### src/include/channel_pkg.sv
// Constants, modes and carrier structs for the channel unit.
// Assumes a single system clock; all ports are plain signals, no register bus.
// Function
// - Time base is 24 bits, free-running wrap
// - CPU read of A delays capture
// - Pulse capture: lead to B, trail to A
// - Period capture on two same-polarity edges
// - A match leads, B match trails output
// - Immediate or next-period update of B
// - B match only after A match
package channel_pkg;
  localparam int TB_WIDTH = 24;
  localparam logic [TB_WIDTH-1:0] TB_RESET = 24'h000000;
  localparam logic [TB_WIDTH-1:0] TB_STEP = 24'h000001;

  typedef enum logic [1:0] {
    MODE_IDLE = 2'h0,
    MODE_PULSE_WIDTH = 2'h1,
    MODE_PERIOD = 2'h3,
    MODE_EDGE_PWM = 2'h2
  } mode_e;

  // Edge PWM sequencing: waiting for A, then for B
  typedef enum logic {
    SEQ_WAIT_A = 1'b0,
    SEQ_WAIT_B = 1'b1
  } seq_e;

  // Pulse capture sequencing
  typedef enum logic {
    CAP_WAIT_LEAD = 1'b0,
    CAP_WAIT_TRAIL = 1'b1
  } cap_e;

  typedef struct packed {
    mode_e mode;
    logic polarity;
    logic next_period;
  } cfg_s;

  typedef struct packed {
    logic wr_a;
    logic wr_b;
    logic [TB_WIDTH-1:0] wdata;
    logic rd_a;
    logic force_a;
    logic force_b;
    logic flag_clr;
  } cpu_s;
endpackage : channel_pkg

### src/rtl/channel_unit.sv
// Timer channel: pulse-width capture, period capture and edge PWM output.
// Assumes software follows the coherent-read and forced-match procedures.
`timescale 1ns/1ps
module channel_unit
  import channel_pkg::*;
#(
  parameter int W = TB_WIDTH
) (
  input wire logic clk,
  input wire logic rst_n,
  input wire cfg_s cfg,
  input wire cpu_s cpu,
  input wire logic chan_in,
  output logic [W-1:0] reg_a,
  output logic [W-1:0] reg_b,
  output logic [W-1:0] count,
  output logic chan_flag,
  output logic chan_out
);
  logic rise, fall;
  logic [W-1:0] cnt_q, cnt_d;
  logic [W-1:0] a_q, a_d;
  logic [W-1:0] b_q, b_d;
  logic [W-1:0] b_buf_q, b_buf_d;
  logic b_pend_q, b_pend_d;
  logic [W-1:0] pend_a_q, pend_a_d;
  logic pend_valid_q, pend_valid_d;
  logic flag_q, flag_d;
  logic out_q, out_d;
  seq_e seq_q, seq_d;
  cap_e cap_q, cap_d;
  logic lead, trail, period_edge;
  logic match_a, match_b;
  logic cap_a_req;
  logic [W-1:0] cap_a_val;
  logic cap_event;

  // Pin crosses into clk here; each edge shows two clocks late, which
  // cancels in A minus B because both captured edges share that delay
  edge_detect_sync u_sync (
    .clk(clk),
    .rst_n(rst_n),
    .pin(chan_in),
    .rise(rise),
    .fall(fall)
  );

  // Leading edge follows pulse polarity: high pulse leads on rise
  assign lead = cfg.polarity ? rise : fall;
  assign trail = cfg.polarity ? fall : rise;
  assign period_edge = cfg.polarity ? rise : fall;

  // Comparator matches, or forced matches acting the same way.
  // Equality only: a value written behind the count waits for a full wrap,
  // which is why software forces the match after such a write
  assign match_a = (cnt_q == a_q) | cpu.force_a;
  assign match_b = (cnt_q == b_q) | cpu.force_b;

  // Capture steering and sequencing
  always_comb begin
    cap_d = cap_q;
    b_d = b_q;
    a_d = a_q;
    cap_a_req = 1'b0;
    cap_a_val = cnt_q;
    cap_event = 1'b0;
    b_buf_d = b_buf_q;
    b_pend_d = b_pend_q;
    case (cfg.mode)
      // Lead parks the start time in B; the trail completes the pair in A
      MODE_PULSE_WIDTH: begin
        if (cap_q == CAP_WAIT_LEAD) begin
          if (lead) begin
            b_d = cnt_q;
            cap_d = CAP_WAIT_TRAIL;
          end
        end else if (trail) begin
          cap_a_req = 1'b1;
          cap_event = 1'b1;
          cap_d = CAP_WAIT_LEAD;
        end
      end
      MODE_PERIOD: begin
        // Old A moves to B, new edge time to A
        // A capture still parked behind a read counts as the old A
        if (period_edge) begin
          b_d = pend_valid_q ? pend_a_q : a_q;
          cap_a_req = 1'b1;
          cap_event = 1'b1;
        end
        cap_d = CAP_WAIT_LEAD;
      end
      MODE_EDGE_PWM: begin
        cap_d = CAP_WAIT_LEAD;
        if (cpu.wr_a) begin
          a_d = cpu.wdata;
        end
        if (cpu.wr_b && !cfg.next_period) begin
          b_d = cpu.wdata;
        end else if (cpu.wr_b) begin
          b_buf_d = cpu.wdata;
          b_pend_d = 1'b1;
        end
        // Buffered B loads at the B match that ends the period, so the
        // new trailing edge first applies in the following period
        if (seq_q == SEQ_WAIT_B && match_b && b_pend_q && !(cpu.wr_b && cfg.next_period)) begin
          b_d = b_buf_q;
          b_pend_d = 1'b0;
        end
      end
      default: begin
        cap_d = CAP_WAIT_LEAD;
      end
    endcase
  end

  // Hardware writes to A yield to a CPU read in the same cycle.
  // The blocked capture is parked and lands in the first cycle without a
  // read; B writes do not wait for the read, so software can see a stale A beside a new B
  always_comb begin
    pend_a_d = pend_a_q;
    pend_valid_d = pend_valid_q;
    if (cap_a_req) begin
      pend_a_d = cap_a_val;
      pend_valid_d = 1'b1;
    end
    if (!cpu.rd_a && pend_valid_q && !cap_a_req) begin
      pend_valid_d = 1'b0;
    end else if (!cpu.rd_a && cap_a_req) begin
      pend_valid_d = 1'b0;
    end
  end

  // Mode decode shared by the A write path and the output sequencer
  function automatic logic is_pwm(input mode_e m);
    return m == MODE_EDGE_PWM;
  endfunction : is_pwm

  // Final A value: capture lands only when no CPU read is in progress
  logic [W-1:0] a_next;
  always_comb begin
    a_next = a_d;
    if (!is_pwm(cfg.mode) && !cpu.rd_a) begin
      if (cap_a_req) begin
        a_next = cap_a_val;
      end else if (pend_valid_q) begin
        a_next = pend_a_q;
      end
    end
  end

  // Time base free-runs and wraps at 24 bits
  // No prescaler: one tick per clock, so a forced match acts within a tick
  always_comb begin
    cnt_d = cnt_q + W'(TB_STEP);
  end

  // Edge PWM: ordered matching drives the output
  // Outside this mode the output parks at its inactive level
  always_comb begin
    seq_d = seq_q;
    out_d = out_q;
    if (is_pwm(cfg.mode)) begin
      if (seq_q == SEQ_WAIT_A && match_a) begin
        out_d = cfg.polarity;
        seq_d = SEQ_WAIT_B;
      end else if (seq_q == SEQ_WAIT_B && match_b) begin
        out_d = ~cfg.polarity;
        seq_d = SEQ_WAIT_A;
      end
    end else begin
      seq_d = SEQ_WAIT_A;
      out_d = ~cfg.polarity;
    end
  end

  // Sticky flag; a capture in the clearing cycle wins
  // Set beats clear so an event landing during the clear is never lost
  always_comb begin
    flag_d = flag_q;
    if (cpu.flag_clr) begin
      flag_d = 1'b0;
    end
    if (cap_event) begin
      flag_d = 1'b1;
    end
  end

  // Registers
  // Reset is synchronous, so every register clears on the same edge
  always_ff @(posedge clk) begin
    if (!rst_n) begin
      cnt_q <= W'(TB_RESET);
      a_q <= W'(TB_RESET);
      b_q <= W'(TB_RESET);
      b_buf_q <= W'(TB_RESET);
      b_pend_q <= 1'b0;
      pend_a_q <= W'(TB_RESET);
      pend_valid_q <= 1'b0;
      flag_q <= 1'b0;
      out_q <= 1'b0;
      seq_q <= SEQ_WAIT_A;
      cap_q <= CAP_WAIT_LEAD;
    end else begin
      cnt_q <= cnt_d;
      a_q <= a_next;
      b_q <= b_d;
      b_buf_q <= b_buf_d;
      b_pend_q <= b_pend_d;
      pend_a_q <= pend_a_d;
      pend_valid_q <= pend_valid_d;
      flag_q <= flag_d;
      out_q <= out_d;
      seq_q <= seq_d;
      cap_q <= cap_d;
    end
  end

  assign reg_a = a_q;
  assign reg_b = b_q;
  assign count = cnt_q;
  assign chan_flag = flag_q;
  assign chan_out = out_q;
endmodule : channel_unit

### src/rtl/edge_detect_sync.sv
// Two-flop synchroniser for the channel input pin plus edge detect.
// Assumes the pin is asynchronous to clk.
`timescale 1ns/1ps
module edge_detect_sync (
  input wire logic clk,
  input wire logic rst_n,
  input wire logic pin,
  output logic rise,
  output logic fall
);
  logic meta_q, meta_d;
  logic sync_q, sync_d;
  logic last_q, last_d;

  // Next values; sync_q and last_q feed the edge logic
  always_comb begin
    meta_d = pin;
    sync_d = meta_q;
    last_d = sync_q;
  end

  // Registers
  always_ff @(posedge clk) begin
    if (!rst_n) begin
      meta_q <= 1'b0;
      sync_q <= 1'b0;
      last_q <= 1'b0;
    end else begin
      meta_q <= meta_d;
      sync_q <= sync_d;
      last_q <= last_d;
    end
  end

  assign rise = sync_q & ~last_q;
  assign fall = ~sync_q & last_q;
endmodule : edge_detect_sync

### config.mk
export PLATFORM = sky130hd
export DESIGN_NAME = channel_unit
export DESIGN_NICKNAME = d
export VERILOG_FILES = /design/src/include/channel_pkg.sv /design/src/rtl/channel_unit.sv /design/src/rtl/edge_detect_sync.sv
export SDC_FILE = /design/constraint.sdc
export NUM_CORES = 1
export LEC_CHECK = 0
export BUFFER_PORTS_ARGS = -buffer_cell sky130_fd_sc_hd__buf_2
export CAP_MARGIN = 20
export CORE_MARGIN = 8
export CORE_UTILIZATION = 57
export DETAILED_ROUTE_END_ITERATION = 6
export PLACE_DENSITY = 0.85
export SYNTH_ARGS = -nofsm -noshare
export SYNTH_HDL_FRONTEND = slang
export SYNTH_SLANG_ARGS = --single-unit
### constraint.sdc
create_clock -name clk -period 2.79 [get_ports clk]
set_input_delay 0.558 -clock clk [delete_from_list [all_inputs] [get_ports clk]]
set_output_delay 0.558 -clock clk [all_outputs]
set_load 0.1 [all_outputs]
==> results of run 1 <==
==> critical path: stages (launching register included) <==
cell and delay (ns):
dfxtp_1 0.45, xnor2_1 0.18, nand4_1 0.18, nor4_2 0.41, a31o_1 0.22, buf_4 0.28, mux2_1 0.35, a21oi_1 0.16
a21oi_1 0.09
==> placed cells by master (no fill, tap or decap), types with 26 or more instances in the layout <==
cell type,count
o21ai_0,27
inv_1,26
nor2_1,76
a211oi_1,50
mux2i_1,26
a21oi_1,72
dfxtp_1,124
nand2_1,61
and3_1,28
xnor2_1,60
buf_2,110
a21oi_2,29
==> final timing paths <==
kind	end	slack (ns)	cells past startpoint
worst max-delay path	reg_b[2]	0.33	8
worst min-delay path	u_sync.meta_q	0.34	2
worst max register to register	reg_b[2]	0.33	8
worst min register to register	u_sync.last_d	0.43	1
==> layer usage <==
layer  vias up  share of wire
met5         -              0
met1      2917           0.41
li1       2868              -
met2       304           0.47
met3        61          0.082
met4         0          0.035
==> through the flow <==
stage          hold slack (ns)  total power [mW]  setup WS [ns]  instances   util
6_report                 0.339              5.75          0.328       1011  0.701
5_1_grt                  0.355              5.90          0.221       1011  0.701
4_1_cts                  0.334              5.75          0.372       1011  0.701
3_5_place_dp             0.426              2.97          0.433        979  0.635
3_3_place_gp             0.425              2.96          0.484        979  0.635
2_1_floorplan            0.412              2.76       0.000922        764      -
==> where the power goes <==
part           switching, mW  internal, mW
clock network          0.841          1.97
logic                  0.724         0.228
registers             0.0821          1.91
total                   1.65          4.11
==> state kept, by name, summed over array words and instances, names as in the netlist <==
name	flops
b_pend_q	1
reg_b	24
seq_q	1
u_sync.meta_q	1
reg_a	24
chan_flag	1
cap_q	1
chan_out	1
pend_valid_q	1
b_buf_q	24
pend_a_q	24
u_sync.last_d	1
count	24
u_sync.last_q	1
==> cell families after synthesis <==
logic type      synth area share
xor+xnor                  0.0925
buf+inv                   0.0698
mux                       0.0876
compound gates             0.205
simple gates               0.152
flops                      0.390
fa+ha+maj                0.00189
==> final cells by class <==
cell class	instances	area (um2)
clock inverters	14	308
inverters	27	101
well taps	143	179
flip-flops and latches	129	2590
multi-input cells	548	3600
fillers	853	3400
repair buffers	132	753
clock buffers	18	439
==> key figures, run 1 <==
STA
  – Achievable frequency: 406 MHz
  – Endpoints failing hold: 0
  – Slew margin rel.: 0.582
  – Unrepaired setup endpoints after global routing: no
  – Setup Skew: 0.00646 ns
  – Final min period: 2.46 ns
  – Fin Setup TNS: 0 ns
  – Worst Max-Slew Pin Slew: 0.627 ns
  – Fin crit share: 0.882
  – Pins Over Slew Limit: 0
  – Final setup vio count: 0

Critical path
  – Required time of the critical path: 3.08 ns
  – Worst EP arrival: 2.75 ns
  – Critical path startpoint: count[7]
  – Crit. End Element: flip-flop
  – Max FO, Critical Path: 14
  – RR Startpoint: count[7]
  – WS Path Type: flip-flop to flip-flop
  – CP Launch Type: flip-flop

Clocking
  – Clock Path Buffers: 2
  – # clock sinks: 129
  – Clk pin slew, worst setup/hold paths: 0.06 ns
  – Worst-Skew Late Latency: 0.43 ns
  – Total CTS buffers: 17
  – CTS tree: built
  – Hold-fix buffers, CTS: 0
  – Post-CTS setup buffers: 0
  – CTS H-tree lvls: 4
  – Root Buffer: clkbuf_16
  – CTS resizes: 0

Layout
  – Nets: 893
  – Fraction of layout cells with a size suffix above 1: 0.251
  – Layout overhead on the synthesized area: 20.4%
  – Final Cell Area: 0.00797 mm2
  – Ant diodes: 0

Logic synthesis
  – Top-count cell post-synth: dfxtp_1
  – Synth Net Count: 802
  – Syn Area/Cell: 8.66 um2
  – Post-synthesis sequential area ratio: 0.390
  – Synth Flop Type: dfxtp_1
  – Share of the synthesized area in the top cell type: 0.390
  – Post-synth top cells: dfxtp_1, nor2_1, a21oi_1, nand2_1, xnor2_1
  – YS warnings: 0
  – Yosys top cell by area: dfxtp_1
  – Ys async rst share: 0
  – Count of cell types in the netlist: 50
  – Mapped cell area: 0.00662 mm2
  – Mapped Cells: 764
  – Post-synth EDFFs: 0
  – Post-synthesis register bit count: 129
  – Top post-synthesis cells by area: dfxtp_1, xnor2_1, a211oi_1, a21oi_1, nor2_1

Die
  – Die area: 0.0153 mm2
  – Die Y: 124 um
  – Die width: 124 um
  – Starting Density: 0.582
  – Core Rows: 39
  – # IOs: 111
  – Core ar.: 0.0114 mm2

Hold path
  – Hold path startpoint: chan_in
  – Hold WC Path Type: primary input to flip-flop

Pwr
  – Maximum vdd drop: 0.829 mV
  – P per Cell Area: 722 mW/mm2
  – Static Leak: 3.07 nW

Placed design
  – Buffers on Ports: 110
  – Final HPWL DP: 13300 um
  – GPL Wtd Cong: 0.893
  – Placed inst area: 0.00722 mm2

GRT
  – Total GRT Usage: 0.265
  – GR Layer Usage met3: 0.0684
  – First-pass GRT wire length: 31300 um
  – Antenna violations before repair: 0
  – Total grt overflow: 0
  – GR Util met2: 0.418
  – GRT busiest layer: met2
  – Met1 Use GR: 0.323
  – Largest net degree at the start of global routing: 100
  – Vias in the first global route: 6003

Detailed routing
  – Vias: 6150
  – 1st-iter DRT viols: 725
  – Antenna-violating nets left: 0
  – Detailed Route WL: 20000 um
  – DR vias/cell: 6.08
  – Drt drc: 0
  – Pre-antenna DRT Iters: 5
  – WL per Instance: 19.8 um

Outcome
  – Status: finished clean

Flow run
  – Max-cap viol count: 0
(Power assumes the default switching activity.)
==> run 2: changes to the inputs <==
CORE_UTILIZATION = 59   (was 57)
CTS_BUF_LIST = sky130_fd_sc_hd__clkbuf_4   (was unset)
PLACE_DENSITY = 0.86   (was 0.85)
==> run 2 against run 1 <==
Against the previous run: the run now ends with design-rule violations left; first-iteration DRC count is 3.4% higher; core utilization shrank 1.5 points; routed wire length is 1.3% lower; worst setup slack improved by 0.059 ns; register-to-register slack better by 0.06 ns; clock skew increased by 0.014 ns; combinational power fell by 0.5%; via count increased by 0.93%; hold slack got worse by 0.14 ns; flip-flop and latch count did not move; largest cell class unchanged.
==> key figures, run 2 (synthesis gave the netlist of run 1 again) <==
Outcome
  – Status: finished, violations left
  – Failing checks: design-rule violations

Hold path
  – Hold path depth: 2
  – Hold WC Path Type: primary input to flip-flop
  – Hold path startpoint: chan_in
  – Hold Path End: u_sync.meta_q

Detailed routing
  – Vias: 6207
  – Detailed Route WL: 19800 um
  – Drt drc: 1
  – Pre-antenna DRT Iters: 7
  – DR vias/cell: 6.15
  – WL per Instance: 19.6 um
  – 1st-iter DRT viols: 750
  – Antenna-violating nets left: 0

STA
  – Unrepaired setup endpoints after global routing: no
  – Final min period: 2.40 ns
  – Endpoints failing hold: 0
  – Achievable frequency: 416 MHz
  – Pins Over Slew Limit: 0
  – Worst Max-Slew Pin Slew: 0.630 ns
  – Hold WS: 0.201 ns
  – Fin Setup TNS: 0 ns
  – Final setup vio count: 0
  – Fin crit share: 0.861
  – Slew margin rel.: 0.580
  – Setup Skew: 0.0203 ns

Die
  – Die area: 0.0149 mm2
  – Die Y: 122 um
  – Die width: 122 um
  – Core Rows: 38
  – Core ar.: 0.0109 mm2
  – # IOs: 111
  – Starting Density: 0.608

Layout
  – Layout overhead on the synthesized area: 12.8%
  – Final Cell Area: 0.00746 mm2
  – Post-Layout Cell Count: 1009
  – Fraction of layout cells with a size suffix above 1: 0.244
  – Most common cell after layout, fill and taps aside: dfxtp_1
  – Most frequent cells in the layout: dfxtp_1, buf_2, nor2_1, a21oi_1, nand2_1
  – Nets: 894
  – Final core utilization: 0.686

Critical path
  – Critical path startpoint: reg_b[19]
  – Crit. End Element: flip-flop
  – Required time of the critical path: 3.23 ns
  – CP Launch Type: flip-flop
  – R2R depth: 8
  – Worst EP arrival: 2.85 ns
  – R2r endpoint: reg_b[21]
  – WS Path Type: flip-flop to flip-flop
  – Worst reg2reg setup slack: 0.39 ns
  – RR Startpoint: reg_b[19]
  – Max FO, Critical Path: 19

Flow run
  – Max-cap viol count: 0

GRT
  – GRT busiest layer: met2
  – Vias in the first global route: 5910
  – Met1 Use GR: 0.315
  – Largest net degree at the start of global routing: 65
  – Antenna violations before repair: 1
  – First-pass GRT wire length: 30700 um
  – GR Util met2: 0.435
  – GR Layer Usage met3: 0.0740
  – Total grt overflow: 0
  – Total GRT Usage: 0.265

Clocking
  – Post-CTS setup buffers: 0
  – # clock sinks: 129
  – Hold-fix buffers, CTS: 0
  – Clock Path Buffers: 2
  – CTS tree: built
  – Total CTS buffers: 17
  – Root Buffer: clkbuf_4
  – CTS H-tree lvls: 4
  – Worst-Skew Late Latency: 0.56 ns
  – Clk pin slew, worst setup/hold paths: 0.12 ns
  – CTS resizes: 0

Pwr
  – Maximum vdd drop: 0.392 mV
  – Static Leak: 2.85 nW
  – P per Cell Area: 546 mW/mm2

Placed design
  – GPL Wtd Cong: 0.926
  – Dpl cells: 977
  – Final HPWL DP: 13500 um
  – Buffers on Ports: 110
  – Placed inst area: 0.00723 mm2
[run 2: cell count changes in the layout (fill, tap and decap cells not counted), moves of 2 or more]
| cell | previous run | this run |
|---|---|---|
| clkbuf_4 | 0 | 21 |
| clkbuf_16 | 17 | 0 |
| bufinv_16 | 9 | 1 |
| clkinv_1 | 0 | 6 |
| clkinvlp_4 | 5 | 1 |
| clkinv_2 | 0 | 2 |
[run 2: stage by stage]
stage | power, mW | setup slack (ns)
finish | 4.07 | 0.387
global route | 4.22 | 0.298
CTS | 4.07 | 0.427
detailed placement | 2.97 | 0.461
global placement | 2.96 | 0.497
floorplan | 2.76 | 0.000922
[run 2: layout make-up]
| type | count | area (um2) |
|---|---|---|
| inverters | 27 | 101 |
| multi-input cells | 548 | 3600 |
| clock inverters | 10 | 70.1 |
| fillers | 891 | 3420 |
| well taps | 140 | 175 |
| repair buffers | 133 | 773 |
| clock buffers | 21 | 158 |
| flip-flops and latches | 129 | 2590 |
| diodes | 1 | 2.50 |
[run 2: worst max path at each step]
stage / to / slack, ns / cells past startpoint
6_report: reg_b[21] / 0.39 / 8
3_3_place_gp: reg_b[23] / 0.50 / 8
5_1_grt: reg_b[1] / 0.30 / 8
3_5_place_dp: reg_a[3] / 0.46 / 8
4_1_cts: reg_b[21] / 0.43 / 8
2_1_floorplan: reg_b[23] / 0.0009 / 9
[run 2: report_power, final]
part | switching, mW | leakage [nW] | internal, mW
Sequential | 0.0848 | 1.05 | 1.91
Clock | 0.676 | 0.128 | 0.455
Combinational | 0.718 | 1.67 | 0.229
[run 2: critical path, stage by stage (launching register included)]
cell and delay [ns]:
dfxtp_1 0.36, xnor2_1 0.30, nand4_1 0.20, nor4_2 0.34, a31o_1 0.26, buf_12 0.21, mux2_1 0.34, a21oi_1 0.19
a21oi_2 0.07
[run 2: routing by layer]
metal / up-vias / wire length (um)
li1: 2869 / -
met1: 2949 / 7820
met2: 340 / 9450
met3: 49 / 1890
met4: 0 / 623
met5: - / 0
